### src/logic/stp_pkg.sv
// constants and types of the selector, table and privilege logic
package stp_pkg;
    // selector field layout
    localparam int SEL_LEVEL_LSB = 0;
    localparam int SEL_TABLE_BIT = 2;
    localparam int SEL_IDX_LSB = 3;
    localparam int SEL_IDX_W = 13;
    // descriptor and six-byte operand layout (byte 5 = access byte)
    localparam int DESC_W = 48;
    localparam int LIM_LSB = 0;
    localparam int BASE_LSB = 16;
    localparam int ACC_P_BIT = 47;
    localparam int ACC_LEVEL_LSB = 45;
    localparam int ACC_S_BIT = 44;
    localparam int ACC_TYPE_LSB = 40;
    // exception vectors
    localparam logic [7:0] EXC_NOT_PRESENT = 8'h0b;
    localparam logic [7:0] EXC_PROTECTION = 8'h0d;
    // system descriptor types
    localparam logic [3:0] TYPE_LDT = 4'h2;
    localparam logic [3:0] TYPE_TASK_GATE = 4'h5;
    localparam logic [3:0] TYPE_INT_GATE = 4'h6;
    localparam logic [3:0] TYPE_TRAP_GATE = 4'h7;
    // privilege levels
    localparam logic [1:0] LEVEL_MOST = 2'h0;
    localparam logic [1:0] LEVEL_LEAST = 2'h3;
    // reset values
    localparam logic [23:0] BASE_RST = 24'h000000;
    localparam logic [15:0] LIMIT_RST = 16'h0000;
    localparam logic [15:0] INTR_LIMIT_RST = 16'h03ff;
    localparam logic [47:0] DESC_RST = 48'h000000000000;
    // operations offered on the request port
    typedef enum logic [2:0] {
        OP_NONE = 3'b000,
        OP_LOAD_GLOBAL = 3'b001,
        OP_LOAD_LOCAL = 3'b010,
        OP_LOAD_INTR = 3'b011,
        OP_SEG_LOAD = 3'b100,
        OP_INTR_LOOKUP = 3'b101
    } op_e;
endpackage

### src/logic/effective_level_unit.sv
// effective level of a selector and its check against a descriptor level
`timescale 1ns/1ps
`default_nettype none
module effective_level_unit (
    input wire logic [1:0] current_level, // level of running code
    input wire logic [1:0] requested_level, // level carried by selector
    input wire logic [1:0] descriptor_level, // level of descriptor
    output logic [1:0] effective_level, // numeric max of both
    output logic level_ok // descriptor usable
);
    // numeric maximum, so requested level 0 adds nothing
    always_comb begin
        effective_level = (requested_level > current_level) ? requested_level : current_level;
        level_ok = (effective_level <= descriptor_level);
    end
endmodule
`default_nettype wire

### src/logic/descriptor_cache.sv
// hidden descriptor cache of the four segment registers
`timescale 1ns/1ps
`default_nettype none
module descriptor_cache (
    input wire logic ref_clk, // clock
    input wire logic rst, // async reset, high
    input wire logic wr_en, // write strobe
    input wire logic [1:0] wr_seg, // segment written
    input wire logic [47:0] wr_data, // descriptor written
    input wire logic [1:0] rd_seg, // segment read
    output logic [47:0] rd_data // registered read data
);
    import stp_pkg::*;
    typedef struct packed {
        logic [3:0][47:0] entry;
        logic [47:0] rd;
    } cache_s;
    cache_s cur_ff;
    cache_s nxt_ff;
    // write, and registered read of the entry as stored before this cycle's write
    always_comb begin
        nxt_ff = cur_ff;
        if (wr_en) begin
            nxt_ff.entry[wr_seg] = wr_data;
        end
        nxt_ff.rd = cur_ff.entry[rd_seg];
    end
    // state register
    always_ff @(posedge ref_clk or posedge rst) begin
        if (rst) begin
            cur_ff <= '0;
        end else begin
            cur_ff <= nxt_ff;
        end
    end
    assign rd_data = cur_ff.rd;
endmodule
`default_nettype wire

### src/logic/selector_table_privilege_check.sv
// selector decode, descriptor table registers and privilege checks
// Notes on behaviour
// - selector: level 1:0, table bit 2, index 15:3
// - thirteen-bit index, up to 8192 entries per table
// - each table has 24-bit base, 16-bit limit
// - entry beyond table limit raises exception 13
// - descriptor not present refuses the segment access
// - table loads execute only at current level 0
// - global load takes six-byte limit and base
// - local load fetches descriptor named by selector
// - interrupt table of 256, only gate types allowed
// - interrupt table loaded like global table, privileged
// - interrupt table indexed by vectors and exceptions
// - four levels, 0 the most privileged
// - current level is code selector low bits
// - current level changes only through gate transfer or task switch
// - task switch sets level from task's code
// - descriptor level bounds user, table descriptors exempt
// - effective level is max of requested, current
// - requested 0 free, requested 3 only level 3
// - segment load caches its descriptor for later use
// - gate not present raises exception 11
`timescale 1ns/1ps
`default_nettype none
module selector_table_privilege_check (
    input wire logic ref_clk, // clock, 100 MHz
    input wire logic rst, // async reset, high
    input wire logic op_valid, // request present
    output logic op_ready, // request can be taken
    input wire stp_pkg::op_e op_code, // requested operation
    input wire logic [15:0] op_selector, // selector operand
    input wire logic [47:0] op_operand, // six-byte operand
    input wire logic [1:0] op_seg, // segment register number
    input wire logic [7:0] op_vector, // interrupt vector
    output logic op_done, // pulse, operation completed
    output logic op_fault, // pulse, operation faulted
    output logic [7:0] fault_vector, // exception number
    output logic [47:0] result_desc, // last descriptor fetched
    output logic fetch_req, // descriptor read request
    output logic [23:0] fetch_addr, // descriptor address
    input wire logic fetch_ack, // descriptor read answered
    input wire logic [47:0] fetch_data, // descriptor read data
    input wire logic gate_transfer, // pulse, gate into new code
    input wire logic task_switch, // pulse, task entered
    input wire logic [15:0] new_cs_selector, // selector of new code
    output logic [1:0] current_level, // running level
    input wire logic [15:0] probe_selector, // selector to decode
    output logic [12:0] probe_index, // decoded entry index
    output logic table_select_bit, // decoded table choice
    output logic [1:0] requested_level, // decoded requested level
    output logic [1:0] effective_level, // decoded effective level
    output logic [23:0] global_base, // global table base
    output logic [15:0] global_limit, // global table limit
    output logic [23:0] local_base, // local table base
    output logic [15:0] local_limit, // local table limit
    output logic [23:0] intr_base, // interrupt table base
    output logic [15:0] intr_limit, // interrupt table limit
    input wire logic [1:0] cache_rd_seg, // cached segment to read
    output logic [47:0] cache_rd_data // cached descriptor
);
    import stp_pkg::*;

    // ********************************
    // state
    // ********************************
    typedef enum logic [1:0] {
        ST_IDLE = 2'b00,
        ST_FETCH = 2'b01,
        ST_CHECK = 2'b10
    } state_e;

    typedef struct packed {
        state_e state;
        op_e op;
        logic [15:0] sel;
        logic [1:0] seg;
        logic [23:0] gdt_base;
        logic [15:0] gdt_lim;
        logic [23:0] ldt_base;
        logic [15:0] ldt_lim;
        logic [23:0] idt_base;
        logic [15:0] idt_lim;
        logic [1:0] cur_level;
        logic [23:0] fetch_addr;
        logic [47:0] desc;
        logic [47:0] result;
        logic done;
        logic fault;
        logic [7:0] fault_code;
        logic cache_we;
        logic [12:0] p_idx;
        logic p_tbl;
        logic [1:0] p_req;
        logic [1:0] p_eff;
    } core_s;

    core_s cur_ff;
    core_s nxt_ff;

    logic take;
    logic [12:0] op_idx;
    logic op_tbl;
    logic [12:0] vec_idx;
    logic chk_ok;
    logic [1:0] probe_eff;
    logic [3:0] d_type;
    logic d_present;
    logic d_system;

    // ********************************
    // helpers
    // ********************************
    // last byte of an entry must not pass the limit
    function automatic logic entry_in_limit(input logic [12:0] idx, input logic [15:0] lim);
        return ({idx, 3'b111} <= lim);
    endfunction

    // entry address is base plus eight times index
    function automatic logic [23:0] entry_addr(input logic [23:0] base, input logic [12:0] idx);
        return base + {8'h00, idx, 3'b000};
    endfunction

    // request decode
    assign take = op_valid && op_ready;
    assign op_idx = op_selector[SEL_IDX_LSB +: SEL_IDX_W];
    assign op_tbl = op_selector[SEL_TABLE_BIT];
    assign vec_idx = {5'h00, op_vector};
    assign d_type = cur_ff.desc[ACC_TYPE_LSB +: 4];
    assign d_present = cur_ff.desc[ACC_P_BIT];
    assign d_system = !cur_ff.desc[ACC_S_BIT];

    // privilege of the pending selector against fetched descriptor
    effective_level_unit u_check_level (
        .current_level(cur_ff.cur_level),
        .requested_level(cur_ff.sel[SEL_LEVEL_LSB +: 2]),
        .descriptor_level(cur_ff.desc[ACC_LEVEL_LSB +: 2]),
        .effective_level(),
        .level_ok(chk_ok)
    );

    // effective level of the probed selector
    effective_level_unit u_probe_level (
        .current_level(cur_ff.cur_level),
        .requested_level(probe_selector[SEL_LEVEL_LSB +: 2]),
        .descriptor_level(LEVEL_LEAST),
        .effective_level(probe_eff),
        .level_ok()
    );

    // ********************************
    // next state
    // ********************************
    always_comb begin
        nxt_ff = cur_ff;
        nxt_ff.done = 1'b0;
        nxt_ff.fault = 1'b0;
        nxt_ff.cache_we = 1'b0;
        // probe decode, registered
        nxt_ff.p_idx = probe_selector[SEL_IDX_LSB +: SEL_IDX_W];
        nxt_ff.p_tbl = probe_selector[SEL_TABLE_BIT];
        nxt_ff.p_req = probe_selector[SEL_LEVEL_LSB +: 2];
        nxt_ff.p_eff = probe_eff;
        // level moves only on gate transfer or task switch
        if (gate_transfer || task_switch) begin
            nxt_ff.cur_level = new_cs_selector[SEL_LEVEL_LSB +: 2];
        end
        case (cur_ff.state)
            ST_IDLE: begin
                if (take) begin
                    nxt_ff.op = op_code;
                    nxt_ff.sel = op_selector;
                    nxt_ff.seg = op_seg;
                    case (op_code)
                        OP_LOAD_GLOBAL: begin
                            if (cur_ff.cur_level != LEVEL_MOST) begin
                                nxt_ff.fault = 1'b1;
                                nxt_ff.fault_code = EXC_PROTECTION;
                            end else begin
                                nxt_ff.gdt_lim = op_operand[LIM_LSB +: 16];
                                nxt_ff.gdt_base = op_operand[BASE_LSB +: 24];
                                nxt_ff.done = 1'b1;
                            end
                        end
                        OP_LOAD_INTR: begin
                            if (cur_ff.cur_level != LEVEL_MOST) begin
                                nxt_ff.fault = 1'b1;
                                nxt_ff.fault_code = EXC_PROTECTION;
                            end else begin
                                nxt_ff.idt_lim = op_operand[LIM_LSB +: 16];
                                nxt_ff.idt_base = op_operand[BASE_LSB +: 24];
                                nxt_ff.done = 1'b1;
                            end
                        end
                        OP_LOAD_LOCAL: begin
                            // table descriptor must sit in global table
                            if (cur_ff.cur_level != LEVEL_MOST || op_tbl
                                || !entry_in_limit(op_idx, cur_ff.gdt_lim)) begin
                                nxt_ff.fault = 1'b1;
                                nxt_ff.fault_code = EXC_PROTECTION;
                            end else begin
                                nxt_ff.fetch_addr = entry_addr(cur_ff.gdt_base, op_idx);
                                nxt_ff.state = ST_FETCH;
                            end
                        end
                        OP_SEG_LOAD: begin
                            if (op_tbl) begin
                                if (!entry_in_limit(op_idx, cur_ff.ldt_lim)) begin
                                    nxt_ff.fault = 1'b1;
                                    nxt_ff.fault_code = EXC_PROTECTION;
                                end else begin
                                    nxt_ff.fetch_addr = entry_addr(cur_ff.ldt_base, op_idx);
                                    nxt_ff.state = ST_FETCH;
                                end
                            end else begin
                                if (!entry_in_limit(op_idx, cur_ff.gdt_lim)) begin
                                    nxt_ff.fault = 1'b1;
                                    nxt_ff.fault_code = EXC_PROTECTION;
                                end else begin
                                    nxt_ff.fetch_addr = entry_addr(cur_ff.gdt_base, op_idx);
                                    nxt_ff.state = ST_FETCH;
                                end
                            end
                        end
                        OP_INTR_LOOKUP: begin
                            if (!entry_in_limit(vec_idx, cur_ff.idt_lim)) begin
                                nxt_ff.fault = 1'b1;
                                nxt_ff.fault_code = EXC_PROTECTION;
                            end else begin
                                nxt_ff.fetch_addr = entry_addr(cur_ff.idt_base, vec_idx);
                                nxt_ff.state = ST_FETCH;
                            end
                        end
                        default: begin
                            nxt_ff.done = 1'b1;
                        end
                    endcase
                end
            end
            ST_FETCH: begin
                if (fetch_ack) begin
                    nxt_ff.desc = fetch_data;
                    nxt_ff.state = ST_CHECK;
                end
            end
            ST_CHECK: begin
                nxt_ff.state = ST_IDLE;
                nxt_ff.result = cur_ff.desc;
                case (cur_ff.op)
                    OP_LOAD_LOCAL: begin
                        if (!d_system || d_type != TYPE_LDT) begin
                            nxt_ff.fault = 1'b1;
                            nxt_ff.fault_code = EXC_PROTECTION;
                        end else if (!d_present) begin
                            nxt_ff.fault = 1'b1;
                            nxt_ff.fault_code = EXC_NOT_PRESENT;
                        end else begin
                            nxt_ff.ldt_lim = cur_ff.desc[LIM_LSB +: 16];
                            nxt_ff.ldt_base = cur_ff.desc[BASE_LSB +: 24];
                            nxt_ff.done = 1'b1;
                        end
                    end
                    OP_SEG_LOAD: begin
                        if (!d_present) begin
                            nxt_ff.fault = 1'b1;
                            nxt_ff.fault_code = EXC_NOT_PRESENT;
                        end else if (!(d_system && d_type == TYPE_LDT) && !chk_ok) begin
                            nxt_ff.fault = 1'b1;
                            nxt_ff.fault_code = EXC_PROTECTION;
                        end else begin
                            nxt_ff.cache_we = 1'b1;
                            nxt_ff.done = 1'b1;
                        end
                    end
                    OP_INTR_LOOKUP: begin
                        if (!d_system || (d_type != TYPE_TASK_GATE && d_type != TYPE_INT_GATE
                            && d_type != TYPE_TRAP_GATE)) begin
                            nxt_ff.fault = 1'b1;
                            nxt_ff.fault_code = EXC_PROTECTION;
                        end else if (!d_present) begin
                            nxt_ff.fault = 1'b1;
                            nxt_ff.fault_code = EXC_NOT_PRESENT;
                        end else begin
                            nxt_ff.done = 1'b1;
                        end
                    end
                    default: begin
                        nxt_ff.done = 1'b1;
                    end
                endcase
            end
            default: begin
                nxt_ff.state = ST_IDLE;
            end
        endcase
    end

    // state register
    always_ff @(posedge ref_clk or posedge rst) begin
        if (rst) begin
            cur_ff <= '0;
            cur_ff.state <= ST_IDLE;
            cur_ff.op <= OP_NONE;
            cur_ff.gdt_base <= BASE_RST;
            cur_ff.gdt_lim <= LIMIT_RST;
            cur_ff.ldt_base <= BASE_RST;
            cur_ff.ldt_lim <= LIMIT_RST;
            cur_ff.idt_base <= BASE_RST;
            cur_ff.idt_lim <= INTR_LIMIT_RST;
            cur_ff.cur_level <= LEVEL_MOST;
            cur_ff.desc <= DESC_RST;
            cur_ff.result <= DESC_RST;
        end else begin
            cur_ff <= nxt_ff;
        end
    end

    // hidden cache of segment descriptors
    descriptor_cache u_cache (
        .ref_clk(ref_clk),
        .rst(rst),
        .wr_en(cur_ff.cache_we),
        .wr_seg(cur_ff.seg),
        .wr_data(cur_ff.result),
        .rd_seg(cache_rd_seg),
        .rd_data(cache_rd_data)
    );

    // ********************************
    // outputs
    // ********************************
    assign op_ready = (cur_ff.state == ST_IDLE);
    assign fetch_req = (cur_ff.state == ST_FETCH);
    assign fetch_addr = cur_ff.fetch_addr;
    assign op_done = cur_ff.done;
    assign op_fault = cur_ff.fault;
    assign fault_vector = cur_ff.fault_code;
    assign result_desc = cur_ff.result;
    assign current_level = cur_ff.cur_level;
    assign probe_index = cur_ff.p_idx;
    assign table_select_bit = cur_ff.p_tbl;
    assign requested_level = cur_ff.p_req;
    assign effective_level = cur_ff.p_eff;
    assign global_base = cur_ff.gdt_base;
    assign global_limit = cur_ff.gdt_lim;
    assign local_base = cur_ff.ldt_base;
    assign local_limit = cur_ff.ldt_lim;
    assign intr_base = cur_ff.idt_base;
    assign intr_limit = cur_ff.idt_lim;
endmodule
`default_nettype wire

### config.mk
export PLATFORM = sky130hd
export DESIGN_NAME = selector_table_privilege_check
export DESIGN_NICKNAME = d
export VERILOG_FILES = /design/src/logic/stp_pkg.sv /design/src/logic/effective_level_unit.sv /design/src/logic/descriptor_cache.sv /design/src/logic/selector_table_privilege_check.sv
export SDC_FILE = /design/constraint.sdc
export NUM_CORES = 1
export LEC_CHECK = 0
export BUFFER_PORTS_ARGS = -buffer_cell sky130_fd_sc_hd__buf_2
export CORE_AREA = 2 2 251 228
export CTS_BUF_LIST = sky130_fd_sc_hd__clkbuf_4 sky130_fd_sc_hd__clkbuf_8
export DETAILED_ROUTE_END_ITERATION = 10
export DIE_AREA = 0 0 253 230
export GPL_TIMING_DRIVEN = 0
export PLACE_DENSITY = 0.67
export SLEW_MARGIN = 20
export SYNTH_ARGS = -nofsm -noshare
export SYNTH_HDL_FRONTEND = slang
export SYNTH_HIERARCHICAL = 1
export SYNTH_SLANG_ARGS = --single-unit
### constraint.sdc
create_clock -name ref_clk -period 13.4 [get_ports ref_clk]
set_input_delay 2.68 -clock ref_clk [delete_from_list [all_inputs] [get_ports ref_clk]]
set_output_delay 2.68 -clock ref_clk [all_outputs]
set_load 0.01 [all_outputs]
==> impl_results.html <==
<table>
<tr><th>Metric</th><th>Value</th></tr>
<tr><th colspan="2">Detailed routing</th></tr>
<tr><td>Number of search-and-repair iterations in the first detailed-routing pass</td><td>5</td></tr>
<tr><td>Detail-routed via count per cell</td><td>5.17</td></tr>
<tr><td>Number of DRC violations after detailed-routing iteration 0</td><td>between 1000 and 1500</td></tr>
<tr><td>Vias after detailed routing</td><td>17400</td></tr>
<tr><td>Remaining DRCs</td><td>0</td></tr>
<tr><td>Average routed wire per standard cell</td><td>20.3 um</td></tr>
<tr><td>Routed wire length</td><td>68500 um</td></tr>
<tr><td>Antenna-violating nets left</td><td>0</td></tr>
<tr><th colspan="2">Setup path</th></tr>
<tr><td>R2R Path End</td><td>fault_vector[0]$_DFFE_PP0P_</td></tr>
<tr><td>Kind of end point of the critical path</td><td>register</td></tr>
<tr><td>Biggest fanout along the worst timing path</td><td>7</td></tr>
<tr><td>Required time at the worst-slack endpoint</td><td>13.92 ns</td></tr>
<tr><td>Worst setup path class</td><td>in2reg</td></tr>
<tr><td>Startpoint of the worst register-to-register path</td><td>intr_limit[9]$_DFFE_PP1P_</td></tr>
<tr><td>Worst reg2reg path depth</td><td>10</td></tr>
<tr><td>Category of the worst setup path launch point</td><td>primary input</td></tr>
<tr><td>Arrival time of data at the critical path endpoint</td><td>around 5.5 ns</td></tr>
<tr><td>Setup slack of the worst register-to-register path</td><td>10.05 ns</td></tr>
<tr><th colspan="2">Power and ir drop</th></tr>
<tr><td>Worst ir drop on vdd</td><td>0.0858 mV</td></tr>
<tr><td>Power Density</td><td>163 nW/um2</td></tr>
<tr><td>Total power</td><td>4940 uW</td></tr>
<tr><td>Leakage</td><td>about 0.016 uW</td></tr>
<tr><th colspan="2">Place</th></tr>
<tr><td>Port Buf Inserts</td><td>412</td></tr>
<tr><td>Detailed-placement wirelength estimate</td><td>52300 um</td></tr>
<tr><td>Instance count after placement with tap cells included</td><td>3209</td></tr>
<tr><td>Placed inst area</td><td>~28000 um2</td></tr>
<tr><td>Final weighted congestion in routability-driven placement</td><td>0.915</td></tr>
<tr><th colspan="2">GRT</th></tr>
<tr><td>Overall routing resource usage</td><td>23.7%</td></tr>
<tr><td>Maximum number of pins on one net before global-route repair</td><td>106</td></tr>
<tr><td>Global-route met2 utilization</td><td>37.9%</td></tr>
<tr><td>First-pass GRT wire length</td><td>105000 um</td></tr>
<tr><td>Remaining Overflow, GRT</td><td>0</td></tr>
<tr><td>Met1 global-route usage</td><td>approximately a third</td></tr>
<tr><td>Routing layer with the top usage in global route</td><td>met2</td></tr>
<tr><td>Met3 track demand over resource</td><td>4.79%</td></tr>
<tr><td>Via count of the first global-routing pass</td><td>18100</td></tr>
<tr><td>Initial antenna violation count</td><td>6</td></tr>
<tr><th colspan="2">Timing</th></tr>
<tr><td>Slew @ Worst Pin</td><td>1.01 ns</td></tr>
<tr><td>Setup TNS</td><td>0 ns</td></tr>
<tr><td>Number of slew-limit violations in the final report</td><td>0</td></tr>
<tr><td>Clock period minus final worst setup slack</td><td>5.01 ns</td></tr>
<tr><td>Slew margin rel.</td><td>around a third</td></tr>
<tr><td>Clock Skews</td><td>0.0311 ns</td></tr>
<tr><td>Maximum clock frequency</td><td>0.200 GHz</td></tr>
<tr><td>Final clock period utilization by the worst path</td><td>a little under two fifths</td></tr>
<tr><td>Final hold violation count</td><td>0</td></tr>
<tr><td>Setup repair after global routing missed its margin</td><td>false</td></tr>
<tr><td>Final setup fails</td><td>0</td></tr>
<tr><th colspan="2">Yosys</th></tr>
<tr><td>Synthesized area per cell</td><td>12.2 um2</td></tr>
<tr><td>Total number of yosys warnings</td><td>6</td></tr>
<tr><td>Post-Syn Instances</td><td>2078</td></tr>
<tr><td>Post-synthesis net count</td><td>2322</td></tr>
<tr><td>Area of the mapped netlist</td><td>25300 um2</td></tr>
<tr><th colspan="2">Clock network</th></tr>
<tr><td>Clock tree root driver cell</td><td>sky130_fd_sc_hd__clkbuf_8</td></tr>
<tr><td>Number of sinks handled by clock tree synthesis</td><td>between 500 and 600</td></tr>
<tr><td>Gates resized, CTS repair</td><td>0</td></tr>
<tr><td>H-tree depth</td><td>3</td></tr>
<tr><td>Post-CTS Hold Fix Bufs</td><td>0</td></tr>
<tr><td>Clk buf depth</td><td>3</td></tr>
<tr><td>Number of setup buffers added after CTS</td><td>0</td></tr>
<tr><td>CTS buffer count</td><td>90</td></tr>
<tr><td>Clock transition at the registers of the reported paths</td><td>0.06 ns</td></tr>
<tr><td>Insertion delay to the later sink of the worst-skew pair</td><td>0.68 ns</td></tr>
<tr><td>TritonCTS clock tree</td><td>done</td></tr>
<tr><th colspan="2">Floorplanning</th></tr>
<tr><td>Number of rows in the core area</td><td>82</td></tr>
<tr><td>Placeable core area</td><td>between 50000 and 60000 um2</td></tr>
<tr><td>Die span in x</td><td>roughly 250 um</td></tr>
<tr><td>Initial Util</td><td>around 46%</td></tr>
<tr><td>Number of ports placed on the die boundary</td><td>437</td></tr>
<tr><td>Die ar.</td><td>a little under 60000 um2</td></tr>
<tr><td>Die Y-Extent</td><td>230 um</td></tr>
<tr><th colspan="2">Worst hold path</th></tr>
<tr><td>Worst hold path endpoint</td><td>fault_vector[5]$_DFFE_PP0P_</td></tr>
<tr><td>Worst Hold Depth</td><td>1</td></tr>
<tr><td>Hold Crit Start</td><td>fault_vector[5]$_DFFE_PP0P_</td></tr>
<tr><td>Hold Crit Class</td><td>reg2reg</td></tr>
<tr><th colspan="2">Job</th></tr>
<tr><td>Max Cap Violations</td><td>0</td></tr>
<tr><th colspan="2">Outcome</th></tr>
<tr><td>Outcome</td><td>complete, no violations</td></tr>
<tr><th colspan="2">Cells and area</th></tr>
<tr><td>Number of nets in the layout</td><td>about 2800</td></tr>
<tr><td>Layout fillers</td><td>4763</td></tr>
<tr><td>Post-synthesis to final-layout area growth</td><td>19.8%</td></tr>
<tr><td>Final standard cell count with taps included and fillers excluded</td><td>3371</td></tr>
<tr><td>Post-route cell area</td><td>30400 um2</td></tr>
<tr><td>Fraction of layout cells with a size suffix above 1</td><td>~49%</td></tr>
</table>
stage by stage:
stage	util (%)	hold WS [ns]	setup slack [ns]
after floorplan	-	0.450	3.01
after global placement	51.1	0.468	-0.236
after detailed placement	51.3	0.472	7.56
after CTS	54.7	0.492	8.30
after global routing	54.8	0.509	8.08
final	54.8	0.485	8.39
worst max path at each step:
stage,start,endpoint,slack (ns),cells after the start
floorplan,rst,cur_ff[100]$_DFFE_PP0P_,3.01,1
global placement,rst,table_select_bit$_DFF_PP0_,-0.24,2
detailed placement,op_selector[6],fault_vector[0]$_DFFE_PP0P_,7.56,10
CTS,op_selector[4],fault_vector[0]$_DFFE_PP0P_,8.30,10
global route,op_selector[4],fault_vector[0]$_DFFE_PP0P_,8.08,10
finish,op_selector[6],fault_vector[0]$_DFFE_PP0P_,8.39,10
cell type report:
cell class / instances / area (um2) / share of cell area [%]
repair buffers: 417 / 2200 / 7.25
multi-input cells: 1153 / 9710 / 32.0
well taps: 714 / 893 / 2.94
diodes: 8 / 20.0 / 0.0660
flip-flops and latches: 520 / 13000 / 42.9
clock buffers: 140 / 1760 / 5.79
inverters: 59 / 236 / 0.779
plain buffers: 346 / 2370 / 7.82
clock inverters: 14 / 138 / 0.453
cells in the final DEF (no fill, tap or decap), drive strengths merged, types with 23 or more instances in the layout:
cell	n
buf	729
xor2	23
mux2	342
o21ai	68
ha	76
nand2	242
inv	63
dfrtp	510
clkbuf	174
a21oi	50
xnor2	28
mux4	48
nor2	60
state kept, by name, summed over array words and instances (netlist names):
signal            cells
u_cache/rd_data      48
effective_level       2
local_limit          16
probe_index          13
fault_vector          8
op_done               1
intr_base            24
global_base          24
local_base           24
cur_ff               58
global_limit         16
fetch_addr           24
op_fault              1
result_desc          48
table_select_bit      1
requested_level       2
intr_limit           16
current_level         2
u_cache/cur_ff      192
per-layer routing:
metal	routed length [um]	vias to the layer above
met4	2220	0
li1	-	8043
met1	29900	8726
met5	0	-
met3	4020	120
met2	32400	545
report_power, final:
part / leakage [uW] / internal, uW / switching [uW]
registers: 0.00688 / 1850 / 320
clock network: 0.000996 / 855 / 652
logic: 0.00809 / 654 / 604
total: 0.0160 / 3360 / 1580
worst max-delay path, stage by stage:
cell                       delay [ns]
sky130_fd_sc_hd__buf_2           0.17
sky130_fd_sc_hd__ha_1            0.35
sky130_fd_sc_hd__a21oi_1         0.16
sky130_fd_sc_hd__a21boi_0        0.10
sky130_fd_sc_hd__o311a_1         0.33
sky130_fd_sc_hd__o21ai_0         0.58
sky130_fd_sc_hd__nor3_1          0.10
sky130_fd_sc_hd__o211ai_1        0.34
sky130_fd_sc_hd__a21boi_1        0.51
sky130_fd_sc_hd__o221ai_1        0.22
No activity file was read; power rests on OpenSTA's default activity.
